--- src/rrss_pkg.sv ---
package rrss_pkg;
  localparam int         REG_CTRL     = 0;
  localparam int         REG_STRAPS   = 1;
  localparam int         REG_STATUS   = 2;
  localparam int         REG_IRQ_STAT = 3;
  localparam int         REG_IRQ_MASK = 4;
  localparam int         REG_ID       = 5;
  localparam logic [4:0] ADDR_MSB     = 5'h04;
  localparam int         ADDR_LSB     = 2;

  localparam int         CTRL_RUN       = 0;
  localparam int         CTRL_PT_SEL_LO = 1;

  localparam int         IRQ_SETTLED = 0;
  localparam int         IRQ_BLOCK   = 1;
  localparam int         IRQ_ERROR   = 2;
  localparam int         IRQ_W       = 3;

  localparam logic [3:0] PART_ID_DEF  = 4'h5; // Arbitrary value
  localparam logic [3:0] REVISION_DEF = 4'h1; // Arbitrary value

  localparam int         BLOCK_FRAMES = 192;
  localparam int         BLK_DELAY    = 2;
  localparam int         BLK_HIGH     = 16;
  localparam int         FRAME_CW     = 8;

  localparam int         MCLK_256X = 256;
  localparam int         MCLK_128X = 128;

  typedef struct packed {
    logic phase_detector_type;
    logic error_is_receiver;
    logic serial_format_select_hi;
    logic emphasis_match;
    logic port_is_master;
    logic serial_format_select_lo;
    logic mclk_is_128x;
    logic i2c_addr_bit;
    logic software_config;
  } rrss_straps_t;

  typedef enum logic [1:0] {
    ST_RESET   = 2'b00,
    ST_LOWPWR  = 2'b01,
    ST_SETTLE  = 2'b10,
    ST_RUNNING = 2'b11
  } rrss_state_t;
endpackage

--- src/rrss_top.sv ---
// Notes on behaviour
// - While reset is low the block is in low power, all state but the strap sampling pipe clears and all outputs are muted.
// - In software configuration the registers load after reset and processing starts on RUN=1.
// - Serial audio outputs stay disabled until the clock recovery loop reports it has settled.
// - Strap pins are inputs during reset, sampled at its exit, then driven as outputs.
// - In software configuration only the output-two and audio-data straps take effect.
// - Passthrough drives the selected receiver input through one register; its strap picks phase detector.
// - Error pin strap low selects non-validity errors, high selects general receiver errors.
// - Audio status pin is low for valid linear PCM; its strap sets the upper format bit.
// - High-rate pin is 1 at or above 88.1 kHz, 0 at or below 48 kHz; strap sets emphasis match.
// - Block start rises two frames after a Z preamble, holds 16 frames, then stays low.
// - Block start strap chooses serial port clock master or slave.
// - Channel status bit shifts out on the rising word-clock edge only; strap sets lower format bit.
// - User bit shifts out on the rising word-clock edge only; strap chooses 256x or 128x master clock.
// - A readable 4-bit part code and a separate 4-bit revision code are provided.
// - Master clock ratio is 256x with the user strap low and 128x with it high.
// - Audio-data strap low selects hardware configuration, high selects software.
//
// Local design decisions: the Wishbone slave port and the register offsets.
module rrss_top #(
  parameter logic [3:0] PART_ID  = rrss_pkg::PART_ID_DEF,
  parameter logic [3:0] REVISION = rrss_pkg::REVISION_DEF
) (
  input  wire logic        clk,
  input  wire logic        arst_n,
  input  wire logic        wb_cyc_i,
  input  wire logic        wb_stb_i,
  input  wire logic        wb_we_i,
  input  wire logic [4:0]  wb_adr_i,
  input  wire logic [3:0]  wb_sel_i,
  input  wire logic [31:0] wb_dat_i,
  output logic      [31:0] wb_dat_o,
  output logic             wb_ack_o,
  output logic             irq,
  input  wire logic [3:0]  rx_inputs,
  input  wire logic [1:0]  passthrough_input_select,
  output logic             passthrough_out,
  input  wire logic        passthrough_in,
  input  wire logic        pll_settled,
  input  wire logic        frame_tick,
  input  wire logic        z_preamble,
  input  wire logic        word_clock_edge,
  input  wire logic        cs_bit_rx,
  input  wire logic        user_bit_rx,
  input  wire logic        nonvalidity_error_flag,
  input  wire logic        receiver_error_flag,
  input  wire logic        stream_non_pcm,
  input  wire logic        rate_high,
  input  wire logic [8:0]  strap_in,
  output logic      [8:0]  strap_oe,
  output logic             error_indicator_pin,
  output logic             audio_status_pin,
  output logic             high_rate_detect,
  output logic             block_start_indicator,
  output logic             channel_status_out,
  output logic             user_bit_out,
  output logic             general_output_two,
  output logic             serial_audio_enable,
  output logic             low_power,
  output logic             mclk_is_128x,
  output logic [8:0]       mclk_ratio
);
  logic                  rst_m;
  logic                  rst_n;
  logic [8:0]            strap_m;
  logic [8:0]            strap_s;
  logic [5:0]            in_m;
  logic [5:0]            in_s;
  logic                  strap_taken;
  rrss_pkg::rrss_straps_t straps;
  rrss_pkg::rrss_state_t  state;
  logic                  run_bit;
  logic [rrss_pkg::IRQ_W-1:0] irq_stat;
  logic [rrss_pkg::IRQ_W-1:0] irq_mask;
  logic [rrss_pkg::IRQ_W-1:0] irq_evt;
  logic [rrss_pkg::FRAME_CW-1:0] frame_cnt;
  logic                  blk_active;
  logic                  wb_hit;
  logic [2:0]            reg_idx;
  logic [31:0]           rd_data;
  logic                  active;
  logic                  wb_wr;
  logic                  wce_d;
  logic                  tick_d;
  logic                  wce_rise;
  logic                  tick_rise;
  logic                  blk_evt;
  rrss_pkg::rrss_straps_t raw_straps;
  rrss_pkg::rrss_straps_t next_straps;

  always_ff @(posedge clk or negedge arst_n) begin
    if (!arst_n) begin
      rst_m <= 1'b0;
      rst_n <= 1'b0;
    end else begin
      rst_m <= 1'b1;
      rst_n <= rst_m;
    end
  end

  // No reset here, so the pipe already holds the pulled levels at release
  always_ff @(posedge clk) begin
    strap_m <= strap_in;
    strap_s <= strap_m;
  end

  // Pins from outside the clock domain
  always_ff @(posedge clk or negedge rst_n) begin
    if (!rst_n) begin
      in_m    <= 6'h00;
      in_s    <= 6'h00;
    end else begin
      in_m    <= {pll_settled, z_preamble, frame_tick, word_clock_edge, rate_high, stream_non_pcm};
      in_s    <= in_m;
    end
  end

  // Strobes act once per pulse; cleared to the idle level of their pins
  always_ff @(posedge clk or negedge rst_n) begin
    if (!rst_n) begin
      wce_d  <= 1'b0;
      tick_d <= 1'b0;
    end else begin
      wce_d  <= in_s[2];
      tick_d <= in_s[3];
    end
  end

  assign wce_rise  = in_s[2] && !wce_d;
  assign tick_rise = in_s[3] && !tick_d;
  assign blk_evt   = tick_rise && in_s[4];

  // Software config keeps only the address and mode straps
  always_comb begin
    raw_straps  = rrss_pkg::rrss_straps_t'(strap_s);
    next_straps = raw_straps;
    if (raw_straps.software_config) begin
      next_straps                 = '0;
      next_straps.i2c_addr_bit    = raw_straps.i2c_addr_bit;
      next_straps.software_config = 1'b1;
    end
  end

  // Straps are caught on the first edge after release; pins stay inputs until then
  always_ff @(posedge clk or negedge rst_n) begin
    if (!rst_n) begin
      strap_taken <= 1'b0;
      straps      <= '0;
      strap_oe    <= 9'h000;
    end else if (!strap_taken) begin
      strap_taken <= 1'b1;
      straps      <= next_straps;
      strap_oe    <= 9'h1ff;
    end
  end

  // Outputs carry live data only once processing has started
  assign active = strap_taken && (state == rrss_pkg::ST_SETTLE || state == rrss_pkg::ST_RUNNING);

  always_ff @(posedge clk or negedge rst_n) begin
    if (!rst_n) begin
      state <= rrss_pkg::ST_RESET;
    end else begin
      unique case (state)
        rrss_pkg::ST_RESET: begin
          if (strap_taken) begin
            state <= rrss_pkg::ST_LOWPWR;
          end
        end
        rrss_pkg::ST_LOWPWR: begin
          if (!straps.software_config || run_bit) begin
            state <= rrss_pkg::ST_SETTLE;
          end
        end
        rrss_pkg::ST_SETTLE: begin
          if (in_s[5]) begin
            state <= rrss_pkg::ST_RUNNING;
          end
        end
        rrss_pkg::ST_RUNNING: begin
          if (straps.software_config && !run_bit) begin
            state <= rrss_pkg::ST_LOWPWR;
          end
        end
      endcase
    end
  end

  always_ff @(posedge clk or negedge rst_n) begin
    if (!rst_n) begin
      low_power           <= 1'b1;
      serial_audio_enable <= 1'b0;
      mclk_is_128x        <= 1'b0;
      mclk_ratio          <= 9'(rrss_pkg::MCLK_256X);
      general_output_two  <= 1'b0;
    end else begin
      low_power           <= (state == rrss_pkg::ST_RESET || state == rrss_pkg::ST_LOWPWR);
      serial_audio_enable <= (state == rrss_pkg::ST_RUNNING);
      mclk_is_128x        <= !straps.software_config && straps.mclk_is_128x;
      mclk_ratio          <= (!straps.software_config && straps.mclk_is_128x) ?
                             9'(rrss_pkg::MCLK_128X) : 9'(rrss_pkg::MCLK_256X);
      general_output_two  <= active && straps.software_config && straps.i2c_addr_bit;
    end
  end

  // Frame count since the last Z preamble drives the block marker
  always_ff @(posedge clk or negedge rst_n) begin
    if (!rst_n) begin
      frame_cnt  <= '0;
      blk_active <= 1'b0;
    end else if (blk_evt) begin
      frame_cnt  <= '0;
      blk_active <= 1'b1;
    end else if (tick_rise && blk_active) begin
      if (frame_cnt == rrss_pkg::FRAME_CW'(rrss_pkg::BLOCK_FRAMES - 1)) begin
        blk_active <= 1'b0;
      end
      frame_cnt <= frame_cnt + 1'b1;
    end
  end

  always_ff @(posedge clk or negedge rst_n) begin
    if (!rst_n) begin
      block_start_indicator <= 1'b0;
    end else begin
      block_start_indicator <= active && blk_active &&
        frame_cnt >= rrss_pkg::FRAME_CW'(rrss_pkg::BLK_DELAY) &&
        frame_cnt < rrss_pkg::FRAME_CW'(rrss_pkg::BLK_DELAY + rrss_pkg::BLK_HIGH);
    end
  end

  always_ff @(posedge clk or negedge rst_n) begin
    if (!rst_n) begin
      channel_status_out  <= 1'b0;
      user_bit_out        <= 1'b0;
      error_indicator_pin <= 1'b0;
      audio_status_pin    <= 1'b0;
      high_rate_detect    <= 1'b0;
      passthrough_out     <= 1'b0;
    end else begin
      if (!active) begin
        channel_status_out <= 1'b0;
        user_bit_out       <= 1'b0;
      end else if (wce_rise) begin
        channel_status_out <= cs_bit_rx;
        user_bit_out       <= user_bit_rx;
      end
      error_indicator_pin <= active && (straps.error_is_receiver ?
                             receiver_error_flag : nonvalidity_error_flag);
      audio_status_pin    <= active && in_s[0];
      high_rate_detect    <= active && in_s[1];
      passthrough_out     <= active && rx_inputs[passthrough_input_select];
    end
  end

  // Wishbone slave, one wait state; unmapped words read zero
  assign reg_idx = wb_adr_i[rrss_pkg::ADDR_MSB:rrss_pkg::ADDR_LSB];
  assign wb_hit  = wb_cyc_i && wb_stb_i && !wb_ack_o;
  // Writes land on the edge at which the master samples ack
  assign wb_wr   = wb_cyc_i && wb_stb_i && wb_we_i && wb_ack_o && wb_sel_i[0];

  always_comb begin
    rd_data = 32'h0000_0000;
    unique case (reg_idx)
      3'(rrss_pkg::REG_CTRL):     rd_data = {31'h0000_0000, run_bit};
      3'(rrss_pkg::REG_STRAPS):   rd_data = {23'h00_0000, straps};
      3'(rrss_pkg::REG_STATUS):   rd_data = {28'h000_0000, serial_audio_enable, low_power, state};
      3'(rrss_pkg::REG_IRQ_STAT): rd_data = {29'h0000_0000, irq_stat};
      3'(rrss_pkg::REG_IRQ_MASK): rd_data = {29'h0000_0000, irq_mask};
      3'(rrss_pkg::REG_ID):       rd_data = {24'h00_0000, PART_ID, REVISION};
      default:                    rd_data = 32'h0000_0000;
    endcase
  end

  always_ff @(posedge clk or negedge rst_n) begin
    if (!rst_n) begin
      wb_ack_o <= 1'b0;
      wb_dat_o <= 32'h0000_0000;
      run_bit  <= 1'b0;
      irq_mask <= '0;
    end else begin
      wb_ack_o <= wb_hit;
      wb_dat_o <= wb_hit ? rd_data : 32'h0000_0000;
      if (wb_wr && straps.software_config) begin
        if (reg_idx == 3'(rrss_pkg::REG_CTRL)) begin
          run_bit <= wb_dat_i[rrss_pkg::CTRL_RUN];
        end
        if (reg_idx == 3'(rrss_pkg::REG_IRQ_MASK)) begin
          irq_mask <= wb_dat_i[rrss_pkg::IRQ_W-1:0];
        end
      end
    end
  end

  assign irq_evt = {active && (receiver_error_flag || nonvalidity_error_flag),
                    blk_evt && active,
                    state == rrss_pkg::ST_SETTLE && in_s[5]};

  // Set wins over a same-cycle write-one clear
  always_ff @(posedge clk or negedge rst_n) begin
    if (!rst_n) begin
      irq_stat <= '0;
      irq      <= 1'b0;
    end else begin
      if (wb_wr && reg_idx == 3'(rrss_pkg::REG_IRQ_STAT)) begin
        irq_stat <= (irq_stat & ~wb_dat_i[rrss_pkg::IRQ_W-1:0]) | irq_evt;
      end else begin
        irq_stat <= irq_stat | irq_evt;
      end
      irq <= |(irq_stat & irq_mask);
    end
  end

  logic unused_ok;
  assign unused_ok = ^{passthrough_in, wb_sel_i[3:1], wb_dat_i[31:8]};

  property p_mute_in_reset;
    @(posedge clk) !rst_n |-> (!serial_audio_enable && !block_start_indicator);
  endproperty
  a_mute_in_reset: assert property (p_mute_in_reset) else $error("outputs not muted");

  property p_run_needed;
    @(posedge clk) disable iff (!rst_n)
      (straps.software_config && !run_bit && state == rrss_pkg::ST_LOWPWR) |=>
      state == rrss_pkg::ST_LOWPWR;
  endproperty
  a_run_needed: assert property (p_run_needed) else $error("left low power w/o run");

  property p_enable_after_settle;
    @(posedge clk) disable iff (!rst_n)
      $rose(serial_audio_enable) |-> $past(state) == rrss_pkg::ST_RUNNING;
  endproperty
  a_enable_after_settle: assert property (p_enable_after_settle) else $error("early enable");

  property p_straps_hold;
    @(posedge clk) disable iff (!rst_n) strap_taken |=> $stable(straps);
  endproperty
  a_straps_hold: assert property (p_straps_hold) else $error("strap changed");

  property p_strap_oe;
    @(posedge clk) disable iff (!rst_n) strap_taken |-> strap_oe == 9'h1ff;
  endproperty
  a_strap_oe: assert property (p_strap_oe) else $error("strap pins not driven");

  property p_ratio;
    @(posedge clk) disable iff (!rst_n)
      strap_taken ##1 1'b1 |=> mclk_ratio ==
        ((!straps.software_config && straps.mclk_is_128x) ? 9'h080 : 9'h100);
  endproperty
  a_ratio: assert property (p_ratio) else $error("clock ratio wrong");

  property p_blk_width;
    @(posedge clk) disable iff (!rst_n)
      block_start_indicator |-> frame_cnt < rrss_pkg::FRAME_CW'(rrss_pkg::BLK_DELAY + rrss_pkg::BLK_HIGH) + 1'b1;
  endproperty
  a_blk_width: assert property (p_blk_width) else $error("block start too long");

  property p_hw_no_i2c;
    @(posedge clk) disable iff (!rst_n) !straps.software_config |-> !general_output_two;
  endproperty
  a_hw_no_i2c: assert property (p_hw_no_i2c) else $error("address strap misuse");

  c_run: cover property (@(posedge clk) disable iff (!rst_n) $rose(serial_audio_enable));
  c_blk: cover property (@(posedge clk) disable iff (!rst_n) $rose(block_start_indicator));
  c_irq: cover property (@(posedge clk) disable iff (!rst_n) $rose(irq));
endmodule

--- config.mk ---
export PLATFORM = sky130hd
export DESIGN_NAME = rrss_top
export DESIGN_NICKNAME = d
export VERILOG_FILES = /design/src/rrss_pkg.sv /design/src/rrss_top.sv
export SDC_FILE = /design/constraint.sdc
export NUM_CORES = 1
export LEC_CHECK = 0
export BUFFER_PORTS_ARGS = -buffer_cell sky130_fd_sc_hd__buf_4
export CAP_MARGIN = 40
export CORE_MARGIN = 2
export CORE_UTILIZATION = 35
export CTS_BUF_LIST = sky130_fd_sc_hd__clkbuf_2
export CTS_CLUSTER_DIAMETER = 30
export DETAILED_ROUTE_END_ITERATION = 6
export PLACE_DENSITY = 0.62
export SLEW_MARGIN = 20
export SYNTH_ARGS = -nofsm -noshare
export SYNTH_HDL_FRONTEND = slang
export SYNTH_SLANG_ARGS = --single-unit
--- constraint.sdc ---
create_clock -name clk -period 5.3 [get_ports clk]
set_input_delay 1.06 -clock clk [delete_from_list [all_inputs] [get_ports clk]]
set_output_delay 1.06 -clock clk [all_outputs]
set_load 0.02 [all_outputs]
==> impl_metrics.ini, run 1 <==
[floorplan]
chipWidth_um = 104
die_y_um = 104
initial_core_util = 0.359
pin_count = 135
placeable_core_region_mm2 = 0.00973
num_rows = 36
dieArea_mm2 = 0.0108

[timing]
final-hold-violation-count = 0
worst_slew_slack_as_a_fraction_of_its_limit = 0.553
final_hold_slack_ns = 0.184
final_min_period_over_clock_period = 0.436
skew_final_ns = 0.0257
setup_ws_ns = 2.99
unrepaired_setup_endpoints_after_global_routing = false
finalSetupViolCount = 0
timing.setup.tns_ns = 0
tightest_slew_ns = 0.664
post-route-min-period_ns = 2.31
max_freq_mhz = 433
timing.final.max_slew_violations = 0

[clock_network]
cts_hold_buf = 0
root_buffer = clkbuf_2
postCtsSetupBuffers = 0
clk_pin_slew_ns = 0.22
tritoncts = built
insertion_delay_ns = 0.53
clock-sinks = 86
clock_tree.buffer_depth = 2
cts_resized = 0
number_of_levels_in_the_clock_h_tree = 3
cts_made_buffers = 9

[yosys]
synthDominantAreaCellType = dfrtp_1
post_synth_inst_count = 286
post-synth-top-count-cell = dfrtp_1
post_synthesis_async_set_or_reset_flop_share = 0.791
ys.flop_type = dfrtp_1
ys_seq_area_frac = 0.592
mapped_area_mm2 = 0.00349
synth_cell_type_count = 54
yosys.area.top_type_share = 0.473
post_synth_main_area_contributors = dfrtp_1 (47%), dfxtp_1 (10%), buf_4 (8.4%)
synth_seq_cells = 86
ys.warnings.count = 0
postSynthAreaPerCell_um2 = 12.2
post_synth_most_frequent_cells = dfrtp_1 (66), buf_4 (39), dfxtp_1 (18)
synth_enable_flop_cells = 0

[setup_path]
sort_of_element_at_the_end_of_the_critical_path = output port
cp_top_family = flip-flops
cp_num_buf_inv = 1
crit_path_max_fanout = 2
crit_path_cell_trace = buf_4
critical_path_required_ns = 4.24
max_stage_delay_ns = 0.59
timing_worst_setup_path_type = reg -> out
start_kind = register
critPathArrivalTime_ns = 1.25
timing.critical_path.slowest_stage_cell = dfstp_2

[drt]
detail_routed_via_count_per_cell = 4.42
post_drt_wl_per_cell_um = 12.8
detail_route.wirelength_um = 6260
ant_nets = 0
detail_route.iter0.violations = 63
drt_drc_violations_left = 0
drt_pre_antenna_iters = 4
vias = 2168

[global_route]
wire_length_of_the_first_global_routing_pass_um = 10300
grt_start_max_net_pins = 67
global_route.overflow_total = 0
grt_pass1_vias = 2054
antenna_found_initial = 1
grt.total_usage = 0.121

[layout]
synth_to_final_area_change_pct = 17.9
post_layout_nonfiller_instances = 491
finish.net_count = 431
drive_above_1_share = 0.283

[placed_design]
detailedPlace.worstSlack_ns = 2.78
portBuffers = 69
post-dp-hpwl_um = 4500
gpl.final_weighted_congestion = 0.858
numPlacedInstances = 473

[power]
pwr-share-comb = 0.206
total_switching_power_mw = 0.419
post-layout-total-power_mw = 1.38
power.density_mw_per_mm2 = 336
vdd.ir_drop.worst_mv = 0.112
internal_pwr_total_mw = 0.961
power.share.switching = 0.304
clock_power_share = 0.234
leakagePower_nw = 2.01
fraction_of_power_consumed_by_sequential_logic = 0.560

[run]
cap_violations = 0

[outcome]
outcome = finished, final reports clean

[min_path]
timing.hold.worst.class = reg -> async
## per-layer routing
metal | vias to the layer above | routed length [um] | track usage
met5 | - | 0 | 0
met4 | 0 | 142 | 0.0830
met3 | 10 | 272 | 0.0220
met2 | 66 | 2940 | 0.179
met1 | 1042 | 2910 | 0.160
li1 | 1050 | - | -
## power groups by stage
stage	Clock (mW)	Sequential (mW)	Combinational, mW
after floorplan	0	0.803	0.180
after global placement	0	0.786	0.279
after detailed placement	0	0.787	0.286
after CTS	0.341	0.775	0.286
after global routing	0.368	0.786	0.314
final	0.323	0.773	0.284
## worst paths after layout
check,from,end,slack [ns],cells past startpoint
max,low_power,low_power,2.99,1
min reg2reg,rst_n,in_m[3],0.18,1
max reg2reg,state[1],state[1],3.41,5
min in group clk,strap_m[6],raw_straps[6],0.35,0
max in group asynchronous,rst_n,mclk_ratio[8],4.57,2
min,rst_n,in_m[3],0.18,1
## registers in the layout (all words and copies together), names as in the netlist, 2 cells and up
register and flops:
frame_cnt 8, in_m 6, in_s 6, irq_mask 3
irq_stat 3, mclk_ratio 2, raw_straps 9, state 2
strap_m 9, straps 9, wb_dat_o 9
## metrics by stage
stage          instance area [um^2]   util
2_1_floorplan                  3600      -
3_3_place_gp                   3970  0.408
3_5_place_dp                   3970  0.408
4_1_cts                        4080  0.420
5_1_grt                        4110  0.423
6_report                       4110  0.423
## worst register-to-register path, cell delays in order (launching register included)
cell       delay (ns)
dfrtp_1          0.48
inv_1            0.11
ha_1             0.19
and3b_1          0.17
a2111oi_2        0.47
mux2_2           0.39
## cells in the final DEF, fill, tap and decap left out, drive strengths merged, types with 2 or more instances in the layout
cell,instances
clkbuf,10
mux2i,8
mux2,8
conb,32
ha,7
nand3,2
a21oi,4
a2111oi,2
dfstp,2
nand4,3
o21ai,7
a221o,2
dfrtp,66
buf,71
a22o,7
nand2b,6
nor2,9
nand3b,7
nand2,9
and3,6
or2,2
nor2b,8
and2,8
clkinv,4
nor4,4
o21a,5
nor3,4
dfxtp,18
inv,13
or4,2
## final cells by class
type | instances | area [um^2]
antenna | 1 | 2.50
clock buffer | 10 | 50.0
clock inverter | 6 | 60.1
fill | 948 | 5620
inverter | 12 | 45.0
multi-input combinational | 172 | 1170
sequential | 86 | 2070
tap | 133 | 166
timing repair buffer | 71 | 553
## cell families (layout without fill, tap and decap cells)
group	Yosys count	count (layout)	share of synthesized area
adders and majority gates	7	7	0.0251
AOI/OAI and AO/OA	39	39	0.0861
other	2	33	0.00215
muxes	17	17	0.0585
DFF	86	86	0.592
buffers and inverters	58	99	0.105
and+or+nand+nor	77	77	0.131
No activity file was read; power rests on OpenSTA's default activity.
==> run 2, diff against run 1 <==
Clock period 5.3 ns to 2.2 ns, I/O delays scaled along.
==> run 2 against run 1 <==
Net effect: die area did not move; wire length rose by 3.7%; final cell count rose by 3.3%; first-iteration DRC count rose by 21%; register-to-register slack got worse by 3.1 ns; sequential power rose by 140%; power rose by 140%; combinational power rose to 2.5 times the previous value; flip-flop and latch count did not move; sequential share of layout area fell by 1.6 points; global-route usage rose by 0.40 points; clock power rose by 110%; highest routed layer unchanged.
==> impl_metrics.ini, run 2 (synthesis results as in run 1) <==
[outcome]
outcome = finished, final reports clean

[setup_path]
sort_of_element_at_the_end_of_the_critical_path = register
critPathArrivalTime_ns = 2.38
timing_worst_setup_path_type = reg -> reg
start_kind = register
critical_path_required_ns = 2.67
crit_path_max_fanout = 5

[clock_network]
number_of_levels_in_the_clock_h_tree = 3
root_buffer = clkbuf_2
tritoncts = built
cts_hold_buf = 16
clock_tree.buffer_depth = 2
clock-sinks = 86
postCtsSetupBuffers = 0
clk_pin_slew_ns = 0.25
cts_made_buffers = 9
cts_resized = 0
insertion_delay_ns = 0.56

[timing]
post-route-min-period_ns = 1.91
final_hold_slack_ns = 0.110
timing.final.max_slew_violations = 0
max_freq_mhz = 524
final-hold-violation-count = 0
final_min_period_over_clock_period = 0.868
finalSetupViolCount = 0
timing.setup.tns_ns = 0
unrepaired_setup_endpoints_after_global_routing = false
skew_final_ns = 0.0418

[floorplan]
dieArea_mm2 = 0.0108
initial_core_util = 0.359
num_rows = 36
die_y_um = 104
placeable_core_region_mm2 = 0.00973
pin_count = 135
chipWidth_um = 104

[global_route]
grt_pass1_vias = 2075
antenna_found_initial = 0
grt.total_usage = 0.125
global_route.overflow_total = 0
grt_start_max_net_pins = 67
wire_length_of_the_first_global_routing_pass_um = 10600

[drt]
vias = 2231
detail_routed_via_count_per_cell = 4.40
drt_drc_violations_left = 0
post_drt_wl_per_cell_um = 12.8
detail_route.iter0.violations = 76
drt_pre_antenna_iters = 4
ant_nets = 0
detail_route.wirelength_um = 6490

[power]
clock_power_share = 0.211
power.share.switching = 0.316
pwr-share-comb = 0.220
leakagePower_nw = 2.07
internal_pwr_total_mw = 2.24
total_switching_power_mw = 1.03
vdd.ir_drop.worst_mv = 0.315
fraction_of_power_consumed_by_sequential_logic = 0.569
power.density_mw_per_mm2 = 769

[layout]
drive_above_1_share = 0.275
layout.filler_cells = 948
synth_to_final_area_change_pct = 21.8
postLayoutCoreUtil = 0.437
count_of_inserted_antenna_diode_cells = 0
finish.net_count = 448
leading_cell_types_in_the_layout_fill_and_taps_excluded = buf_4 (71), dfrtp_1 (65), conb_1 (32)
final_common_cell = buf_4

[placed_design]
post-dp-hpwl_um = 4550
portBuffers = 69
gpl.final_weighted_congestion = 0.863

[run]
cap_violations = 0

[min_path]
timing.hold.worst.class = in -> reg
-- run 2: cell types whose count changed in the layout (fill, tap and decap cells not counted) --
cell / previous run / this run
diode_2: 1 / 0
bufinv_16: 1 / 0
buf_12: 0 / 1
buf_16: 1 / 0
buf_4: 70 / 71
clkbuf_2: 10 / 11
clkinv_1: 2 / 1
clkinv_4: 1 / 2
dlygate4sd3_1: 0 / 16
-- run 2: worst max-delay path, cell delays in order (launching register included) --
cell and delay (ns):
dfrtp_1 0.49, inv_1 0.11, ha_1 0.24, nor2b_1 0.15, a2111oi_2 0.43, mux2_2 0.39
-- run 2: final cells by class --
| class | instances | area, um^2 | area share |
|---|---|---|---|
| clock buffer | 11 | 55.1 | 0.0130 |
| clock inverter | 5 | 35.0 | 0.00824 |
| inverter | 12 | 45.0 | 0.0106 |
| sequential | 86 | 2070 | 0.486 |
| timing repair buffer | 88 | 713 | 0.168 |
| tap | 133 | 166 | 0.0392 |
| multi-input combinational | 172 | 1170 | 0.275 |
-- run 2: power by group through the flow --
| stage | logic, mW | clock network [mW] | registers, mW |
|---|---|---|---|
| CTS | 0.731 | 0.737 | 1.86 |
| global placement | 0.689 | 0 | 1.89 |
| finish | 0.719 | 0.690 | 1.86 |
| floorplan | 0.432 | 0 | 1.93 |
| global route | 0.792 | 0.807 | 1.89 |
| detailed placement | 0.708 | 0 | 1.89 |
-- run 2: metal layers --
metal  track usage  up-vias  routed length, um  part of all wire
li1              -     1083                  -                 -
met1         0.168     1072               3000              0.46
met2         0.185       68               3090              0.48
met3        0.0315        8                276             0.043
met4        0.0666        0                117             0.018
met5             0        -                  0                 0
-- run 2: through the flow --
stage / cells / setup WS (ns) / power (mW) / cell area [um^2]
floorplan: 316 / 0.170 / 2.37 / 3600
global placement: 475 / 0.319 / 2.58 / 4000
detailed placement: 475 / 0.294 / 2.60 / 4000
CTS: 507 / 0.300 / 3.33 / 4250
global route: 507 / 0.227 / 3.49 / 4250
finish: 507 / 0.291 / 3.27 / 4250
-- run 2: worst paths after layout --
check	from	endpoint	cells after the start	slack, ns
min reg2reg	rst_n	irq_stat[2]	1	0.28
min	cs_bit_rx	channel_status_out	3	0.11
max	state[0]	state[1]	5	0.29
max in group asynchronous	rst_n	low_power	1	1.60
min in group asynchronous	arst_n	rst_n	2	0.18
max reg2reg	state[0]	state[1]	5	0.29
==> run 3, diff against run 2 <==
Settings changed: CORE_UTILIZATION 35 to 45, PLACE_DENSITY 0.62 to 0.79.
Clock period 2.2 ns to 1.5 ns, I/O delays scaled along.
==> run 3 against run 2 <==
Net effect: the flow now finishes with violations (setup timing); critical path type unchanged; via count up 10%; combinational power up 110%; flip-flop and latch count unchanged; clock power up 51%; sequential share of layout area down 3.9 points; sequential power up 48%.
==> impl_metrics.ini, run 3 (synthesis results as in run 1) <==
[floorplan]
pin_count = 135
initial_core_util = 0.459
dieArea_mm2 = 0.00847
placeable_core_region_mm2 = 0.00761
chipWidth_um = 92.0
num_rows = 32
die_y_um = 92.0

[clock_network]
clk_pin_slew_ns = 0.22
insertion_delay_ns = 0.54
root_buffer = clkbuf_2
clock_tree.buffer_depth = 2
number_of_levels_in_the_clock_h_tree = 3
clock-sinks = 86
tritoncts = built
cts_made_buffers = 9

[timing]
max_freq_mhz = 596
timing.setup.tns_ns = -1.70
final_min_period_over_clock_period = 1.12
final_hold_slack_ns = 0.0465
timing.final.max_slew_violations = 0
finalSetupViolCount = 16
post-route-min-period_ns = 1.68
skew_final_ns = 0.0313
final-hold-violation-count = 0
setup_ws_ns = -0.178
unrepaired_setup_endpoints_after_global_routing = true

[run]
cap_violations = 0

[setup_path]
timing.critical_path.slowest_stage_cell = or4_4
setup_crit_end = irq_mask[0]
max_stage_delay_ns = 0.46
crit_path_cell_trace = or3b_4 -> or4_4 -> mux2_4
critical_path.reg2reg.startpoint = straps[0]
start_kind = register
reg2reg_setup_slack_ns = -0.18
critical_path_required_ns = 1.94
cp_num_buf_inv = 0
ff2ff_path_depth = 3
sort_of_element_at_the_end_of_the_critical_path = register
crit_path_max_fanout = 3
cp-startpoint = straps[0]
timing.critical_path.depth = 3
critPathArrivalTime_ns = 2.12
cp_top_family = simple AND/OR/NAND/NOR gates
timing_worst_setup_path_type = reg -> reg
worstReg2RegEnd = irq_mask[0]

[global_route]
grt.total_usage = 0.167
antenna_found_initial = 0
global_route.overflow_total = 0
wire_length_of_the_first_global_routing_pass_um = 10900
grt_start_max_net_pins = 37
grt_pass1_vias = 2294

[drt]
drt_drc_violations_left = 0
detail_route.wirelength_um = 7070
vias = 2463
post_drt_wl_per_cell_um = 13.9
detail_routed_via_count_per_cell = 4.84
drt_pre_antenna_iters = 5
ant_nets = 0
detail_route.iter0.violations = 111

[placed_design]
place_area_mm2 = 0.00411
gpl.final_weighted_congestion = 0.843
post-dp-hpwl_um = 4700
portBuffers = 69
detailedPlace.worstSlack_ns = -0.213
numPlacedInstances = 462

[power]
leakagePower_nw = 2.24
vdd.ir_drop.worst_mv = 0.573
power.density_mw_per_mm2 = 1140
post-layout-total-power_mw = 5.30

[layout]
drive_above_1_share = 0.349
final_design_area_no_fill_mm2 = 0.00463
post_layout_nonfiller_instances = 509
synth_to_final_area_change_pct = 32.6
postLayoutCoreUtil = 0.608
finish.net_count = 481
final_common_cell = buf_4
count_of_inserted_antenna_diode_cells = 0
leading_cell_types_in_the_layout_fill_and_taps_excluded = buf_4 (78), dfrtp_1 (62), conb_1 (32)

[min_path]
timing.hold.worst.class = in -> async

[outcome]
failing_checks = setup timing
outcome = complete, but fails checks
-- run 3: metal layers --
layer / wire (um) / part of all wire / GRT usage
met5: 0 / 0 / 0
met1: 2880 / 0.41 / 0.209
met3: 412 / 0.058 / 0.0394
met4: 164 / 0.023 / 0.0883
met2: 3610 / 0.51 / 0.269
-- run 3: area by class of cell --
| type | count | area (um^2) |
|---|---|---|
| Timing Repair Buffer | 121 | 1040 |
| Tap cell | 102 | 128 |
| Sequential cell | 86 | 2070 |
| Multi-Input combinational cell | 172 | 1250 |
| Inverter | 12 | 47.5 |
| Clock inverter | 6 | 45.0 |
| Clock buffer | 10 | 50.0 |
| Fill cell | 594 | 2980 |
-- run 3: power by group --
group	internal, mW	switching, mW	total, mW
registers	2.55	0.205	2.76
logic	0.819	0.685	1.50
clock network	0.243	0.795	1.04
-- run 3: worst min path at each step --
stage / start / slack (ns) / to
6_report: arst_n / 0.05 / rst_n
5_1_grt: arst_n / 0.003 / rst_n
4_1_cts: arst_n / 0.01 / rst_n
3_5_place_dp: arst_n / 0.08 / rst_m
3_3_place_gp: arst_n / 0.08 / rst_m
2_1_floorplan: arst_n / 0.004 / rst_m
-- run 3: timing repair --
action / in CTS / in global routing
buffers inserted: 3 / 4
cloned: 0 / 0
resized for setup: 9 / 27
endpoints found under the setup margin: 22 / 30
hold buffers: 24 / 0
pin swaps: 1 / 0
endpoints found under the hold margin: 26 / 0
